`config.mk`:
```
export PLATFORM = sky130hd
export DESIGN_NAME = sdipm_poll
export DESIGN_NICKNAME = d
export VERILOG_FILES = /design/src/sdipm_pkg.sv /design/src/sdipm_poll.sv /design/src/sdipm_fifo.sv /design/src/sdipm_line.sv
export SDC_FILE = /design/constraint.sdc
export NUM_CORES = 1
export LEC_CHECK = 0
export BUFFER_PORTS_ARGS = -buffer_cell sky130_fd_sc_hd__buf_2
export CORE_MARGIN = 3
export CORE_UTILIZATION = 30
export CTS_CLUSTER_DIAMETER = 100
export DETAILED_ROUTE_END_ITERATION = 8
export MAX_ROUTING_LAYER = met4
export PLACE_DENSITY = 0.46
export RECOVER_POWER = 25
export SKIP_LAST_GASP = 1
export SYNTH_ARGS = -nofsm -noshare
export SYNTH_HDL_FRONTEND = slang
export SYNTH_SLANG_ARGS = --single-unit
```
`constraint.sdc`:
```
create_clock -name clk -period 4.65 [get_ports clk]
set_input_delay 0.93 -clock clk [delete_from_list [all_inputs] [get_ports clk]]
set_output_delay 0.93 -clock clk [all_outputs]
set_load 0.03 [all_outputs]
```
`src/sdipm_pkg.sv`:
```
// sdipm_pkg: timing, register map, config layout and states
// of the sdi-12 poll master; assumes a 200 MHz clock
package sdipm_pkg;
  // clock and line timing, each in its own unit
  localparam int CLK_HZ = 200_000_000;
  localparam int BAUD = 1200;
  localparam int BREAK_US = 12_000;
  localparam int MARK_US = 8_333;
  localparam int STEP_MS = 250;
  localparam int SEC_MS = 1000;
  localparam int TMO_BITS = 200;
  // derived cycle counts
  localparam int BIT_CYC = CLK_HZ / BAUD;
  localparam int BREAK_CYC = (CLK_HZ / 1_000_000) * BREAK_US;
  localparam int MARK_CYC = (CLK_HZ / 1_000_000) * MARK_US;
  localparam int STEP_CYC = (CLK_HZ / 1000) * STEP_MS;
  localparam int SEC_CYC = (CLK_HZ / 1000) * SEC_MS;
  // framing: start, 7 data, even parity, stop
  localparam int FRAME_BITS = 10;
  // sizes
  localparam int NSLOT = 4;
  localparam int FIFO_W = 8;
  localparam int FIFO_D = 16;
  // register byte offsets
  localparam logic [7:0] OFS_CTRL = 8'h00;
  localparam logic [7:0] OFS_CFG = 8'h04;
  localparam logic [7:0] OFS_STAT = 8'h08;
  localparam logic [7:0] OFS_RES = 8'h10;
  // field positions
  localparam int CTRL_START = 0;
  localparam int STAT_BUSY = 0;
  localparam int STAT_DONE = 1;
  localparam int STAT_ERR = 2;
  localparam int STAT_OVR = 3;
  localparam int STAT_ST = 8;
  localparam int CFG_W = 24;
  // limits and reset values
  localparam logic [3:0] MAX_ADDR = 4'h9;
  localparam logic [3:0] MAX_DIDX = 4'h9;
  localparam logic [31:0] DEC_BASE = 32'h0000_000a;
  localparam logic [23:0] CFG_RST = 24'h01_0000;
  // ascii characters used on the line
  localparam logic [6:0] CH_ZERO = 7'h30;
  localparam logic [6:0] CH_NINE = 7'h39;
  localparam logic [6:0] CH_M = 7'h4d;
  localparam logic [6:0] CH_D = 7'h44;
  localparam logic [6:0] CH_BANG = 7'h21;
  localparam logic [6:0] CH_PLUS = 7'h2b;
  localparam logic [6:0] CH_MINUS = 7'h2d;
  localparam logic [6:0] CH_DOT = 7'h2e;
  localparam logic [6:0] CH_LF = 7'h0a;
  // poll configuration as written by software
  typedef struct packed {
    logic [1:0] slot;
    logic [1:0] res;
    logic [3:0] readIdx;
    logic [7:0] preSteps;
    logic [3:0] mIdx;
    logic [3:0] addr;
  } sdipm_cfg_t;
  // one received character
  typedef struct packed {
    logic err;
    logic [6:0] ch;
  } sdipm_char_t;
  // poll sequencer states
  typedef enum logic [7:0] {
    ST_IDLE = 8'h01,
    ST_POWER = 8'h02,
    ST_BRK = 8'h04,
    ST_MARK = 8'h08,
    ST_SEND = 8'h10,
    ST_RECV = 8'h20,
    ST_WAIT = 8'h40,
    ST_FIN = 8'h80
  } sdipm_state_t;
endpackage

```
`src/sdipm_poll.sv`:
```
// sdipm_poll: sdi-12 sensor poll master with ahb-lite registers
// assumes one ahb-lite master and one sensor wire with pull
//
// Functional notes
// - sensor address only zero through nine
// - power sensor only when measurement due
// - pre-power 0..63750 ms in 250 ms
// - send chosen measurement command M (index zero) or M1..M9
// - wait announced delay before any data request
// - issue data requests until all values fetched
// - reading index one picks first value
// - ascii decimal scaled by resolution setting
// - each slot stores into its own result
//
// Local design decisions: the AHB-Lite interface to the registers and the register offsets.
`timescale 1ns/10ps
`default_nettype none
module sdipm_poll
  import sdipm_pkg::*;
#(
  parameter int BitCyc = BIT_CYC,
  parameter int BreakCyc = BREAK_CYC,
  parameter int MarkCyc = MARK_CYC,
  parameter int StepCyc = STEP_CYC,
  parameter int SecCyc = SEC_CYC
) (
  // clock and reset
  input wire logic clk,
  input wire logic rst,
  // ahb-lite slave
  input wire logic hsel,
  input wire logic [31:0] haddr,
  input wire logic [1:0] htrans,
  input wire logic hwrite,
  input wire logic [2:0] hsize,
  input wire logic [31:0] hwdata,
  input wire logic hready,
  output logic hreadyout,
  output logic [31:0] hrdata,
  output logic hresp,
  // sdi-12 wire
  input wire logic sdiIn,
  output logic sdiOut,
  output logic sdiOe,
  // sensor supply switch
  output logic sensorPower
);
  // bus state
  logic wrPend; // write data phase due
  logic [7:0] wAddr; // latched write offset
  logic [31:0] rdMux; // read value
  // registers
  sdipm_cfg_t cfgReg; // software config
  sdipm_cfg_t run; // config held for a poll
  logic startReg; // start pulse
  logic doneReg; // poll finished, sticky
  logic errReg; // poll failed, sticky
  logic ovrReg; // char lost, sticky
  logic [31:0] resultReg [NSLOT]; // per-slot values
  // sequencer
  sdipm_state_t state;
  logic [31:0] tmr; // cycle timer
  logic [9:0] cnt; // steps or seconds left
  logic isData; // current command is a data request
  logic [3:0] dIdx; // data request number
  logic [1:0] chIdx; // char being sent
  logic lastSent; // final char handed to the line
  logic [31:0] tmo; // reply timeout
  // parser
  logic firstCh; // next char is the address
  logic [1:0] digCnt; // ack digits taken
  logic [9:0] delaySec; // announced delay
  logic [3:0] nVal; // announced value count
  logic [3:0] valTotal; // values seen over replies
  logic [3:0] replyVals; // values in this reply
  logic inSel; // inside selected value
  logic got; // selected value found
  logic neg; // selected value sign
  logic seenPt; // decimal point passed
  logic [1:0] fracCnt; // fraction digits kept
  logic [31:0] acc; // scaled magnitude
  // line and fifo wiring
  logic txValid, txReady, rxValid;
  logic [6:0] txData;
  sdipm_char_t rxChar, fifoChar;
  logic fifoInReady, fifoValid, fifoReady;
  logic [2:0] sendLen;
  logic [3:0] dig;
  logic isDig;
  logic take;

  // character engine on the wire
  sdipm_line #(
    .BitCyc(BitCyc)
  ) uLine (
    .clk(clk),
    .rst(rst),
    .sdiIn(sdiIn),
    .sdiOut(sdiOut),
    .sdiOe(sdiOe),
    .brk(state == ST_BRK),
    .hold(state == ST_MARK || state == ST_SEND),
    .txValid(txValid),
    .txData(txData),
    .txReady(txReady),
    .rxValid(rxValid),
    .rxChar(rxChar)
  );

  // received chars queue for the parser
  sdipm_fifo #(
    .W(FIFO_W),
    .D(FIFO_D)
  ) uFifo (
    .clk(clk),
    .rst(rst),
    .inValid(rxValid),
    .inData(rxChar),
    .inReady(fifoInReady),
    .outValid(fifoValid),
    .outData(fifoChar),
    .outReady(fifoReady)
  );

  // parser drains only while listening or waiting
  assign fifoReady = state == ST_RECV || state == ST_WAIT;
  assign take = fifoValid && state == ST_RECV;
  assign isDig = fifoChar.ch >= CH_ZERO && fifoChar.ch <= CH_NINE;
  assign dig = 4'(fifoChar.ch - CH_ZERO);

  // command length: plain M when index zero
  assign sendLen = (!isData && run.mIdx == '0) ? 3'd3 : 3'd4;

  // command characters: address, letter, digit, bang
  always_comb begin
    txData = CH_BANG;
    case (chIdx)
      2'd0: txData = 7'(CH_ZERO + run.addr);
      2'd1: txData = isData ? CH_D : CH_M;
      2'd2: begin
        if (sendLen == 3'd4) begin
          txData = 7'(CH_ZERO + (isData ? dIdx : run.mIdx));
        end
      end
      default: txData = CH_BANG;
    endcase
  end
  assign txValid = state == ST_SEND && txReady && !lastSent;

  // ahb address phase capture
  always_ff @(posedge clk) begin
    if (rst) begin
      wrPend <= 1'b0;
      wAddr <= '0;
    end else if (hready) begin
      wrPend <= hsel && htrans[1] && hwrite;
      wAddr <= haddr[7:0];
    end
  end

  // read decode, unmapped reads zero
  always_comb begin
    rdMux = '0;
    case (haddr[7:0])
      OFS_CFG: rdMux = 32'(cfgReg);
      OFS_STAT: begin
        rdMux[STAT_BUSY] = state != ST_IDLE;
        rdMux[STAT_DONE] = doneReg;
        rdMux[STAT_ERR] = errReg;
        rdMux[STAT_OVR] = ovrReg;
        rdMux[STAT_ST +: 8] = state;
      end
      default: begin
        if (haddr[7:4] == OFS_RES[7:4]) begin
          rdMux = resultReg[haddr[3:2]];
        end
      end
    endcase
  end

  // bus answers: zero wait, always okay
  always_ff @(posedge clk) begin
    if (rst) begin
      hreadyout <= 1'b1;
      hresp <= 1'b0;
      hrdata <= '0;
    end else begin
      hreadyout <= 1'b1;
      hresp <= 1'b0;
      if (hready && hsel && htrans[1] && !hwrite) begin
        hrdata <= rdMux;
      end
    end
  end

  // config register
  always_ff @(posedge clk) begin
    if (rst) begin
      cfgReg <= sdipm_cfg_t'(CFG_RST);
    end else if (wrPend && wAddr == OFS_CFG) begin
      cfgReg <= sdipm_cfg_t'(hwdata[CFG_W-1:0]);
      // out-of-range address keeps old one
      if (hwdata[3:0] > MAX_ADDR) begin
        cfgReg.addr <= cfgReg.addr;
      end
    end
  end

  // start request from control write
  always_ff @(posedge clk) begin
    if (rst) begin
      startReg <= 1'b0;
    end else begin
      startReg <= wrPend && wAddr == OFS_CTRL && hwdata[CTRL_START];
    end
  end

  // sticky status, set wins over write-one clear
  always_ff @(posedge clk) begin
    if (rst) begin
      doneReg <= 1'b0;
      errReg <= 1'b0;
      ovrReg <= 1'b0;
    end else begin
      if (wrPend && wAddr == OFS_STAT) begin
        if (hwdata[STAT_DONE]) begin
          doneReg <= 1'b0;
        end
        if (hwdata[STAT_ERR]) begin
          errReg <= 1'b0;
        end
        if (hwdata[STAT_OVR]) begin
          ovrReg <= 1'b0;
        end
      end
      if (state == ST_FIN && fracCnt >= run.res) begin
        doneReg <= 1'b1;
        if (!got) begin
          errReg <= 1'b1;
        end
      end
      if (rxValid && !fifoInReady) begin
        ovrReg <= 1'b1;
      end
    end
  end

  // per-slot result store
  always_ff @(posedge clk) begin
    if (rst) begin
      for (int i = 0; i < NSLOT; i++) begin
        resultReg[i] <= '0;
      end
    end else if (state == ST_FIN && fracCnt >= run.res && got) begin
      resultReg[run.slot] <= neg ? 32'(-acc) : acc;
    end
  end

  // sensor supply switch
  always_ff @(posedge clk) begin
    if (rst) begin
      sensorPower <= 1'b0;
    end else if (state == ST_IDLE && startReg) begin
      sensorPower <= 1'b1;
    end else if (state == ST_FIN && fracCnt >= run.res) begin
      sensorPower <= 1'b0;
    end
  end

  // poll sequencer
  always_ff @(posedge clk) begin
    if (rst) begin
      state <= ST_IDLE;
      run <= sdipm_cfg_t'(CFG_RST);
      tmr <= '0;
      cnt <= '0;
      isData <= 1'b0;
      dIdx <= '0;
      chIdx <= '0;
      tmo <= '0;
      lastSent <= 1'b0;
    end else begin
      case (state)
        // wait for software to start a poll
        ST_IDLE: begin
          if (startReg) begin
            run <= cfgReg;
            cnt <= 10'(cfgReg.preSteps);
            tmr <= 32'(StepCyc - 1);
            isData <= 1'b0;
            dIdx <= '0;
            state <= ST_POWER;
          end
        end
        // pre-power in 250 ms steps
        ST_POWER: begin
          if (cnt == '0) begin
            tmr <= 32'(BreakCyc - 1);
            state <= ST_BRK;
          end else if (tmr == '0) begin
            tmr <= 32'(StepCyc - 1);
            cnt <= 10'(cnt - 1'b1);
          end else begin
            tmr <= 32'(tmr - 1'b1);
          end
        end
        // break wakes the sensors
        ST_BRK: begin
          if (tmr == '0) begin
            tmr <= 32'(MarkCyc - 1);
            state <= ST_MARK;
          end else begin
            tmr <= 32'(tmr - 1'b1);
          end
        end
        // marking before the command
        ST_MARK: begin
          if (tmr == '0) begin
            chIdx <= '0;
            state <= ST_SEND;
          end else begin
            tmr <= 32'(tmr - 1'b1);
          end
        end
        // hand chars to the line one by one
        ST_SEND: begin
          if (txReady) begin
            if (lastSent) begin
              // line idle again after the final stop bit
              lastSent <= 1'b0;
              tmo <= 32'(BitCyc * TMO_BITS);
              state <= ST_RECV;
            end else if (3'(chIdx) == sendLen - 3'd1) begin
              lastSent <= 1'b1;
            end else begin
              chIdx <= 2'(chIdx + 1'b1);
            end
          end
        end
        // listen for the reply
        ST_RECV: begin
          tmo <= 32'(tmo - 1'b1);
          if (tmo == '0) begin
            state <= ST_FIN;
          end else if (take && fifoChar.ch == CH_LF) begin
            if (!isData) begin
              if (nVal == '0) begin
                state <= ST_FIN;
              end else begin
                cnt <= delaySec;
                tmr <= 32'(SecCyc - 1);
                state <= ST_WAIT;
              end
            end else if (valTotal >= nVal || replyVals == '0 || dIdx == MAX_DIDX) begin
              state <= ST_FIN;
            end else begin
              dIdx <= 4'(dIdx + 1'b1);
              tmr <= 32'(BreakCyc - 1);
              state <= ST_BRK;
            end
          end
        end
        // sit out the announced delay
        ST_WAIT: begin
          if (cnt == '0) begin
            isData <= 1'b1;
            dIdx <= '0;
            tmr <= 32'(BreakCyc - 1);
            state <= ST_BRK;
          end else if (tmr == '0) begin
            tmr <= 32'(SecCyc - 1);
            cnt <= 10'(cnt - 1'b1);
          end else begin
            tmr <= 32'(tmr - 1'b1);
          end
        end
        // pad fraction, store, drop power
        ST_FIN: begin
          if (fracCnt >= run.res) begin
            state <= ST_IDLE;
          end
        end
        default: state <= ST_IDLE;
      endcase
    end
  end

  // reply parser and value scaler
  always_ff @(posedge clk) begin
    if (rst || (state == ST_IDLE && startReg)) begin
      firstCh <= 1'b1;
      digCnt <= '0;
      delaySec <= '0;
      nVal <= '0;
      valTotal <= '0;
      replyVals <= '0;
      inSel <= 1'b0;
      got <= 1'b0;
      neg <= 1'b0;
      seenPt <= 1'b0;
      fracCnt <= '0;
      acc <= '0;
    end else if (state == ST_SEND) begin
      firstCh <= 1'b1;
      replyVals <= '0;
      inSel <= 1'b0;
    end else if (state == ST_FIN && fracCnt < run.res) begin
      // missing fraction digits count as zero
      acc <= 32'(acc * DEC_BASE);
      fracCnt <= 2'(fracCnt + 1'b1);
    end else if (take && !fifoChar.err) begin
      firstCh <= 1'b0;
      if (firstCh) begin
        firstCh <= 1'b0;
      end else if (!isData) begin
        // ack: three delay digits then value count
        if (isDig && digCnt != 2'd3) begin
          delaySec <= 10'(delaySec * DEC_BASE + dig);
          digCnt <= 2'(digCnt + 1'b1);
        end else if (isDig) begin
          nVal <= dig;
        end
      end else if (fifoChar.ch == CH_PLUS || fifoChar.ch == CH_MINUS) begin
        valTotal <= 4'(valTotal + 1'b1);
        replyVals <= 4'(replyVals + 1'b1);
        inSel <= 4'(valTotal + 1'b1) == run.readIdx;
        if (4'(valTotal + 1'b1) == run.readIdx) begin
          got <= 1'b1;
          neg <= fifoChar.ch == CH_MINUS;
          acc <= '0;
          seenPt <= 1'b0;
          fracCnt <= '0;
        end
      end else if (inSel && fifoChar.ch == CH_DOT) begin
        seenPt <= 1'b1;
      end else if (inSel && isDig) begin
        // keep fraction digits only up to resolution
        if (!seenPt) begin
          acc <= 32'(acc * DEC_BASE + dig);
        end else if (fracCnt < run.res) begin
          acc <= 32'(acc * DEC_BASE + dig);
          fracCnt <= 2'(fracCnt + 1'b1);
        end
      end
    end
  end
endmodule
`default_nettype wire

```
`src/sdipm_fifo.sv`:
```
// sdipm_fifo: synchronous valid/ready fifo
// assumes both sides on one clock
`timescale 1ns/10ps
`default_nettype none
module sdipm_fifo
  import sdipm_pkg::*;
#(
  parameter int W = FIFO_W,
  parameter int D = FIFO_D
) (
  // clock and reset
  input wire logic clk,
  input wire logic rst,
  // fill side
  input wire logic inValid,
  input wire logic [W-1:0] inData,
  output logic inReady,
  // drain side
  output logic outValid,
  output logic [W-1:0] outData,
  input wire logic outReady
);
  localparam int AW = $clog2(D);
  logic [W-1:0] mem [D]; // storage
  logic [AW-1:0] wrPtr; // write index
  logic [AW-1:0] rdPtr; // read index
  logic [AW:0] count; // fill level
  logic push;
  logic pop;
  // honest full and empty
  assign inReady = count != (AW+1)'(D);
  assign outValid = count != '0;
  assign outData = mem[rdPtr];
  assign push = inValid && inReady;
  assign pop = outValid && outReady;
  // storage write
  always_ff @(posedge clk) begin
    if (push) begin
      mem[wrPtr] <= inData;
    end
  end
  // pointers and level
  always_ff @(posedge clk) begin
    if (rst) begin
      wrPtr <= '0;
      rdPtr <= '0;
      count <= '0;
    end else begin
      if (push) begin
        wrPtr <= AW'(wrPtr + 1'b1);
      end
      if (pop) begin
        rdPtr <= AW'(rdPtr + 1'b1);
      end
      if (push && !pop) begin
        count <= (AW+1)'(count + 1'b1);
      end else if (pop && !push) begin
        count <= (AW+1)'(count - 1'b1);
      end
    end
  end
endmodule
`default_nettype wire

```
`src/sdipm_line.sv`:
```
// sdipm_line: 7e1 character engine for the sdi-12 wire
// assumes the pin level is raw and asynchronous
`timescale 1ns/10ps
`default_nettype none
module sdipm_line
  import sdipm_pkg::*;
#(
  parameter int BitCyc = BIT_CYC
) (
  // clock and reset
  input wire logic clk,
  input wire logic rst,
  // wire pin
  input wire logic sdiIn,
  output logic sdiOut,
  output logic sdiOe,
  // line control
  input wire logic brk,
  input wire logic hold,
  // transmit
  input wire logic txValid,
  input wire logic [6:0] txData,
  output logic txReady,
  // receive
  output logic rxValid,
  output sdipm_char_t rxChar
);
  logic s1, s2, s2Prev; // pin synchroniser
  logic [9:0] txSh; // transmit frame
  logic [3:0] txBits; // bits left to send
  logic [31:0] txTmr; // transmit bit timer
  logic [9:0] rxSh; // receive frame
  logic [3:0] rxBits; // bits taken
  logic [31:0] rxTmr; // receive bit timer
  logic rxAct; // frame in progress
  assign txReady = txBits == '0;
  assign rxChar.ch = rxSh[7:1];
  // stop low, parity odd or start high marks a bad char
  assign rxChar.err = !rxSh[9] || (^rxSh[8:1]) || rxSh[0];
  // two flops before any logic looks at the pin
  always_ff @(posedge clk) begin
    s1 <= sdiIn;
    s2 <= s1;
    s2Prev <= s2;
  end
  // transmit shifter, lsb first
  always_ff @(posedge clk) begin
    if (rst) begin
      txSh <= '1;
      txBits <= '0;
      txTmr <= '0;
    end else if (txReady && txValid) begin
      txSh <= {1'b1, ^txData, txData, 1'b0};
      txBits <= 4'(FRAME_BITS);
      txTmr <= 32'(BitCyc - 1);
    end else if (!txReady) begin
      if (txTmr == '0) begin
        txSh <= {1'b1, txSh[9:1]};
        txBits <= 4'(txBits - 1'b1);
        txTmr <= 32'(BitCyc - 1);
      end else begin
        txTmr <= 32'(txTmr - 1'b1);
      end
    end
  end
  // pin drive: break is spacing, otherwise marking or data
  always_ff @(posedge clk) begin
    if (rst) begin
      sdiOut <= 1'b1;
      sdiOe <= 1'b0;
    end else begin
      sdiOut <= brk ? 1'b0 : (txReady ? 1'b1 : txSh[0]);
      sdiOe <= brk || hold || !txReady;
    end
  end
  // receiver samples mid-bit, only while released
  always_ff @(posedge clk) begin
    if (rst) begin
      rxSh <= '0;
      rxBits <= '0;
      rxTmr <= '0;
      rxAct <= 1'b0;
      rxValid <= 1'b0;
    end else begin
      rxValid <= 1'b0;
      if (!rxAct) begin
        if (!sdiOe && s2Prev && !s2) begin
          rxAct <= 1'b1;
          rxBits <= '0;
          rxTmr <= 32'(BitCyc / 2);
        end
      end else if (rxTmr == '0) begin
        rxSh <= {s2, rxSh[9:1]};
        rxTmr <= 32'(BitCyc - 1);
        rxBits <= 4'(rxBits + 1'b1);
        if (rxBits == 4'(FRAME_BITS - 1)) begin
          rxAct <= 1'b0;
          rxValid <= 1'b1;
        end
      end else begin
        rxTmr <= 32'(rxTmr - 1'b1);
      end
    end
  end
endmodule
`default_nettype wire

```
==> results of run 1 <==
[synthesized netlist by cell type (33+ instances only)]
master    number
nor4_1        40
or3_1         33
dfxtp_1      354
nor3_1       101
xor2_1        83
nand3_1       44
xnor2_1      111
edfxtp_1     256
a22oi_1       43
nand2_1      302
clkbuf_1     110
ha_1         110
inv_1         66
mux2i_1       44
mux4_2        66
nor2_1       475
a21oi_1      221
o21ai_0       91
[stage by stage]
stage                     total power, mW  worst slack (ns)  area, um^2
after floorplan                      7.56             0.869       30400
after global placement               8.10             0.292       32500
after detailed placement             8.10             0.288       32500
after CTS                            13.8             0.273       34900
after global routing                 14.3            0.0631       34800
final                                13.6             0.346       34800
[final timing paths]
check	startpoint	endpoint	slack (ns)	cells past startpoint
setup / recovery	flip-flop	acc[30]	0.35	16
hold / removal	uLine.s1	uLine.s2	0.33	0
setup reg to reg	flip-flop	acc[30]	0.35	16
hold reg to reg	uLine.s1	uLine.s2	0.33	0
[flip-flops by register name (all words and copies together), names as in the netlist, 5 cells and up, named ones only]
register,flops
acc,32
cfgReg,24
cnt,10
delaySec,10
hrdata,32
resultReg,128
run,16
state,8
tmo,32
tmr,32
uFifo.count,5
uFifo.mem,128
uLine.rxSh,10
uLine.rxTmr,32
uLine.txSh,9
uLine.txTmr,32
wAddr,8
[logic make-up after synthesis]
| family | after synthesis |
|---|---|
| adders and majority gates | 115 |
| and+or+nand+nor | 1204 |
| other | 2 |
| xor gates and xnor gates | 195 |
| muxes | 112 |
| DFF | 610 |
| AOI/OAI and AO/OA | 601 |
| buffers and inverters | 220 |
[cell type report]
type	instances	area, um^2	area share [%]
flip-flops and latches	610	14800	42.5
multi-input cells	2229	14800	42.5
clock buffers	97	2010	5.77
well taps	1357	1700	4.88
repair buffers	154	931	2.68
clock inverters	30	347	0.997
inverters	67	251	0.723
[layer usage]
layer,up-vias,wire [um]
met3,99,3090
met5,-,0
met1,11000,39300
li1,11300,-
met4,0,1870
met2,413,37500
[where the power goes]
| group | internal, mW | total [mW] | switching [mW] |
|---|---|---|---|
| sequential | 5.81 | 6.00 | 0.185 |
| clock | 3.32 | 5.62 | 2.30 |
| combinational | 0.716 | 1.96 | 1.24 |
[worst reg2reg max path: cells and delay by family, from the launching register on]
family	cells	cell delay, ns
fa+ha+maj	1	0.31
compound gates	5	1.19
buf+inv	2	0.42
flops	1	0.50
simple gates	6	1.16
xor+xnor	1	0.15
mux	1	0.51
==> results.sh, run 1 <==
export IMPL_slowest_delay_ns=0.50
export IMPL_crit_buf_inv=2
export IMPL_synth_top_family_by_area="simple AND/OR/NAND/NOR gates"
export IMPL_clock_sinks=610
export IMPL_cellPowerDensity_mw_per_mm2=390
export IMPL_grt_pass1_vias=22300
export IMPL_synth_area_leaders="edfxtp_1, dfxtp_1, nor2_1, mux4_2, ha_1"
export IMPL_yosys_register_bits=610
export IMPL_synth_edf_count=256
export IMPL_grt_pass1_wl_mm=129
export IMPL_syn_avg_cell_area_um2=9.95
export IMPL_finClkSkew_ns=0.0336
export IMPL_cts_tree="built"
export IMPL_totalWireLength_mm=81.8
export IMPL_worstSetupPathType="flip-flop to flip-flop"
export IMPL_dp_cells=4417
export IMPL_first_pass_iters=5
export IMPL_io_pins=112
export IMPL_layout_common_cells="nor2_1, dfxtp_1, nand2_1"
export IMPL_violations="max-capacitance violations, max-slew violations"
export IMPL_drive_above_1_share_pct=11.2
export IMPL_htree_levels=3
export IMPL_slew_viol_final=225
export IMPL_cts_resized=0
export IMPL_fmax_ghz=0.232
export IMPL_hold_viol=0
export IMPL_syn_to_final_growth_pct=14.2
export IMPL_post_cts_buffers=0
export IMPL_async_reset_ff_share_pct=0
export IMPL_grt_start_max_net_pins=78
export IMPL_routedWlPerCell_um=18.0
export IMPL_critical_path_required_ns=5.17
export IMPL_total_leakage_power_nw=12.4
export IMPL_place_congestion=0.808
export IMPL_numCtsBuffers=71
export IMPL_vias_per_cell=5.00
export IMPL_clk_latency_ns=0.63
export IMPL_grt_busiest_layer="met2"
export IMPL_drtIter0Drc=1563
export IMPL_ys_seq_area_share_pct=48.5
export IMPL_grt_use_met2_pct=24.5
export IMPL_grt_usage_pct=15.7
export IMPL_vias=22700
export IMPL_synth_cell_types=93
export IMPL_relSlewSlack_pct=-155
export IMPL_synth_area_mm2=0.0304
export IMPL_final_common_cell="nor2_1"
export IMPL_cts_hold_buf=0
export IMPL_n_antenna_cell=0
export IMPL_antenna_found_initial=2
export IMPL_crit_arrival_ns=4.83
export IMPL_setup_tns_ns=0
export IMPL_slowest_stage="dfxtp_2"
export IMPL_synthAdderAreaFrac_pct=4.85
export IMPL_ant_nets=0
export IMPL_drc=0
export IMPL_portBuffers=73
export IMPL_gr_usage_met1_pct=21.3
export IMPL_clk_path_buf_depth=3
export IMPL_hpwl_mm=56.2
export IMPL_ys_flop_type="dfxtp_1"
export IMPL_overflow=0
export IMPL_tightestPinTransition_ns=3.82
export IMPL_grt_setup_unrepaired="false"
export IMPL_grt_use_met3_pct=2.12
export IMPL_outcome="complete, but fails checks"
export IMPL_vdd_drop_max_mv=0.232
export IMPL_die_h_um=325
export IMPL_setup_violations=0
export IMPL_final_util_pct=34.7
export IMPL_num_rows=116
export IMPL_synth_compound_area_share_pct=12.9
export IMPL_syn_nets=3249
export IMPL_start_util_pct=30.4
export IMPL_path_clk_slew_ns=0.06
export IMPL_finalCritPeriodShare_pct=92.6
export IMPL_holdCritPathClass="flip-flop to flip-flop"
export IMPL_ys_warn_count=0
export IMPL_chipWidth_um=325
export IMPL_syn_inst=3059
export IMPL_max_cap_viol_count=4
export IMPL_final_cells=4544
export IMPL_fin_nets=3323
export IMPL_netlist_area_leader_share_pct=25.3
export IMPL_cp_max_fo=8
export IMPL_core_area_mm2=0.100
export IMPL_cts_root_buf="clkbuf_16"
export IMPL_synth_xor_area_share_pct=5.64
export IMPL_worstSetupStartpointType="flip-flop"
export IMPL_fp_dieArea_mm2=0.105
export IMPL_muxShareOfSynthArea_pct=6.40
export IMPL_worstPathCellList="buf_4, mux4_2, a22oi_1, nand2_1, ha_1, a21o_1, a21oi_1, a211oi_1, nand4_1, nor2_1, nand4_1, nor4_2, buf_4, nand3_1, xnor2_1, a22o_1"
export IMPL_min_period_ns=4.30
export IMPL_fill_cells=10300
export IMPL_synth_area_leader_cell="edfxtp_1"
export IMPL_cpLargestDelayFamily="compound AO/OA/AOI/OAI gates"
export IMPL_holdWs_ns=0.325
export IMPL_critPathCaptureType="flip-flop"
export IMPL_yosys_area_share_simple_pct=18.6
(Power assumes the default switching activity.)
==> run 2, diff against run 1 <==
--- a/config.mk
+++ b/config.mk
@@ -11,8 +11,9 @@
 export CTS_CLUSTER_DIAMETER = 100
 export DETAILED_ROUTE_END_ITERATION = 8
 export MAX_ROUTING_LAYER = met4
-export PLACE_DENSITY = 0.46
+export PLACE_DENSITY = 0.45
 export RECOVER_POWER = 25
+export SKIP_CTS_REPAIR_TIMING = 1
 export SKIP_LAST_GASP = 1
 export SYNTH_ARGS = -nofsm -noshare
 export SYNTH_HDL_FRONTEND = slang
==> run 2 against run 1 <==
  * Fmax up 2.1%
  * Utilization rose by 0.056 points
  * Cell area up 0.16%
  * The run still ends with max-capacitance violations, max-slew violations left
  * Count of clock-buffer cells in the layout is 1 lower
  * Wire length rose by 0.61%
  * Clock power is 2% lower
  * Sequential power hardly changed
  * Worst setup slack improved by 0.089 ns
==> results.sh, run 2 (synthesis gave the netlist of run 1 again) <==
export IMPL_critical_path_required_ns=5.17
export IMPL_cts_tree="built"
export IMPL_syn_to_final_growth_pct=14.4
export IMPL_clock_sinks=610
export IMPL_setup_tns_ns=0
export IMPL_fp_dieArea_mm2=0.105
export IMPL_numCtsBuffers=72
export IMPL_slew_viol_final=124
export IMPL_total_leakage_power_nw=12.4
export IMPL_totalWireLength_mm=82.3
export IMPL_final_common_cell="nor2_1"
export IMPL_cts_root_buf="clkbuf_16"
export IMPL_portBuffers=73
export IMPL_core_area_mm2=0.100
export IMPL_tightestPinTransition_ns=2.19
export IMPL_holdCritPathClass="flip-flop to flip-flop"
export IMPL_relSlewSlack_pct=-46.3
export IMPL_critPathCaptureType="flip-flop"
export IMPL_crit_arrival_ns=4.74
export IMPL_drtIter0Drc=1471
export IMPL_grt_setup_unrepaired="false"
export IMPL_grt_pass1_vias=22200
export IMPL_finalCritPeriodShare_pct=90.6
export IMPL_clk_latency_ns=0.64
export IMPL_dp_cells=4425
export IMPL_place_congestion=0.821
export IMPL_violations="max-capacitance violations, max-slew violations"
export IMPL_die_h_um=325
export IMPL_place_area_mm2=0.0326
export IMPL_vias=22700
export IMPL_setup_violations=0
export IMPL_overflow=0
export IMPL_cellPowerDensity_mw_per_mm2=387
export IMPL_drc=0
export IMPL_num_rows=116
export IMPL_ant_nets=0
export IMPL_hold_viol=0
export IMPL_chipWidth_um=325
export IMPL_worstSetupStartpointType="flip-flop"
export IMPL_grt_pass1_wl_mm=130
export IMPL_start_util_pct=30.4
export IMPL_vdd_drop_max_mv=0.293
export IMPL_grt_start_max_net_pins=76
export IMPL_vias_per_cell=4.98
export IMPL_outcome="complete, but fails checks"
export IMPL_final_cells=4559
export IMPL_first_pass_iters=5
export IMPL_max_cap_viol_count=2
export IMPL_fmax_ghz=0.237
export IMPL_htree_levels=3
export IMPL_reg_top3="resultReg (128), uFifo.mem (128)"
export IMPL_final_area_mm2=0.0348
export IMPL_worstSetupPathType="flip-flop to flip-flop"
export IMPL_path_clk_slew_ns=0.06
export IMPL_routedWlPerCell_um=18.0
export IMPL_min_period_ns=4.21
export IMPL_fin_nets=3332
export IMPL_antenna_found_initial=1
export IMPL_drive_above_1_share_pct=11.2
export IMPL_grt_usage_pct=15.8
export IMPL_layout_common_cells="nor2_1, dfxtp_1, nand2_1"
export IMPL_io_pins=112
export IMPL_finClkSkew_ns=0.0293
export IMPL_clk_path_buf_depth=3
export IMPL_cp_max_fo=11
export IMPL_hpwl_mm=57.2
-- run 2: through the flow --
step	util [%]	hold WS (ns)	setup slack (ns)	total power [mW]
finish	34.7	0.328	0.436	13.5
detailed placement	32.5	0.318	0.370	8.12
global route	34.7	0.341	0.170	14.2
floorplan	-	0.310	0.869	7.56
CTS	34.8	0.331	0.369	13.7
global placement	32.5	0.314	0.378	8.12
-- run 2: where the power goes --
part	total, mW	leakage, nW	switching (mW)	internal [mW]
Sequential	6.00	5.27	0.185	5.81
Clock	5.48	1.12	2.35	3.12
Combinational	2.00	6.02	1.27	0.726
Total	13.5	12.4	3.81	9.66
-- run 2: area by class of cell --
| cell class | count | area [um^2] |
|---|---|---|
| Antenna cell | 1 | 2.50 |
| Clock buffer | 96 | 1960 |
| Clock inverter | 37 | 322 |
| Fill cell | 10200 | 65500 |
| Inverter | 67 | 251 |
| Multi-Input combinational cell | 2229 | 14800 |
| Sequential cell | 610 | 14800 |
| Tap cell | 1357 | 1700 |
| Timing Repair Buffer | 162 | 1040 |
-- run 2: critical path: stages (launching register included) --
cell     delay, ns
dfxtp_2       0.56
buf_4         0.23
mux4_2        0.52
a22oi_1       0.33
nand2_1       0.16
ha_1          0.24
fa_1          0.41
a21o_1        0.21
nand4_1       0.12
a21oi_1       0.11
nand4_1       0.21
nor2_1        0.07
and4_1        0.26
nor4b_2       0.16
buf_4         0.16
nand4_1       0.09
xnor2_1       0.07
a22o_1        0.19
-- run 2: final timing paths --
check        startpoint  endpoint  slack [ns]  depth (start not counted)
min reg2reg    uLine.s1  uLine.s2        0.33                          0
min            uLine.s1  uLine.s2        0.33                          0
max reg2reg   flip-flop   acc[31]        0.44                         17
max           flip-flop   acc[31]        0.44                         17
-- run 2: metal layers --
| layer | part of all wire [%] | track usage, % | vias to the layer above | routed length [um] |
|---|---|---|---|---|
| li1 | - | - | 11300 | - |
| met1 | 48 | 21.5 | 10900 | 39600 |
| met2 | 45 | 24.4 | 386 | 37300 |
| met3 | 4.2 | 2.32 | 107 | 3460 |
| met4 | 2.3 | 4.74 | 0 | 1910 |
| met5 | 0 | - | - | 0 |
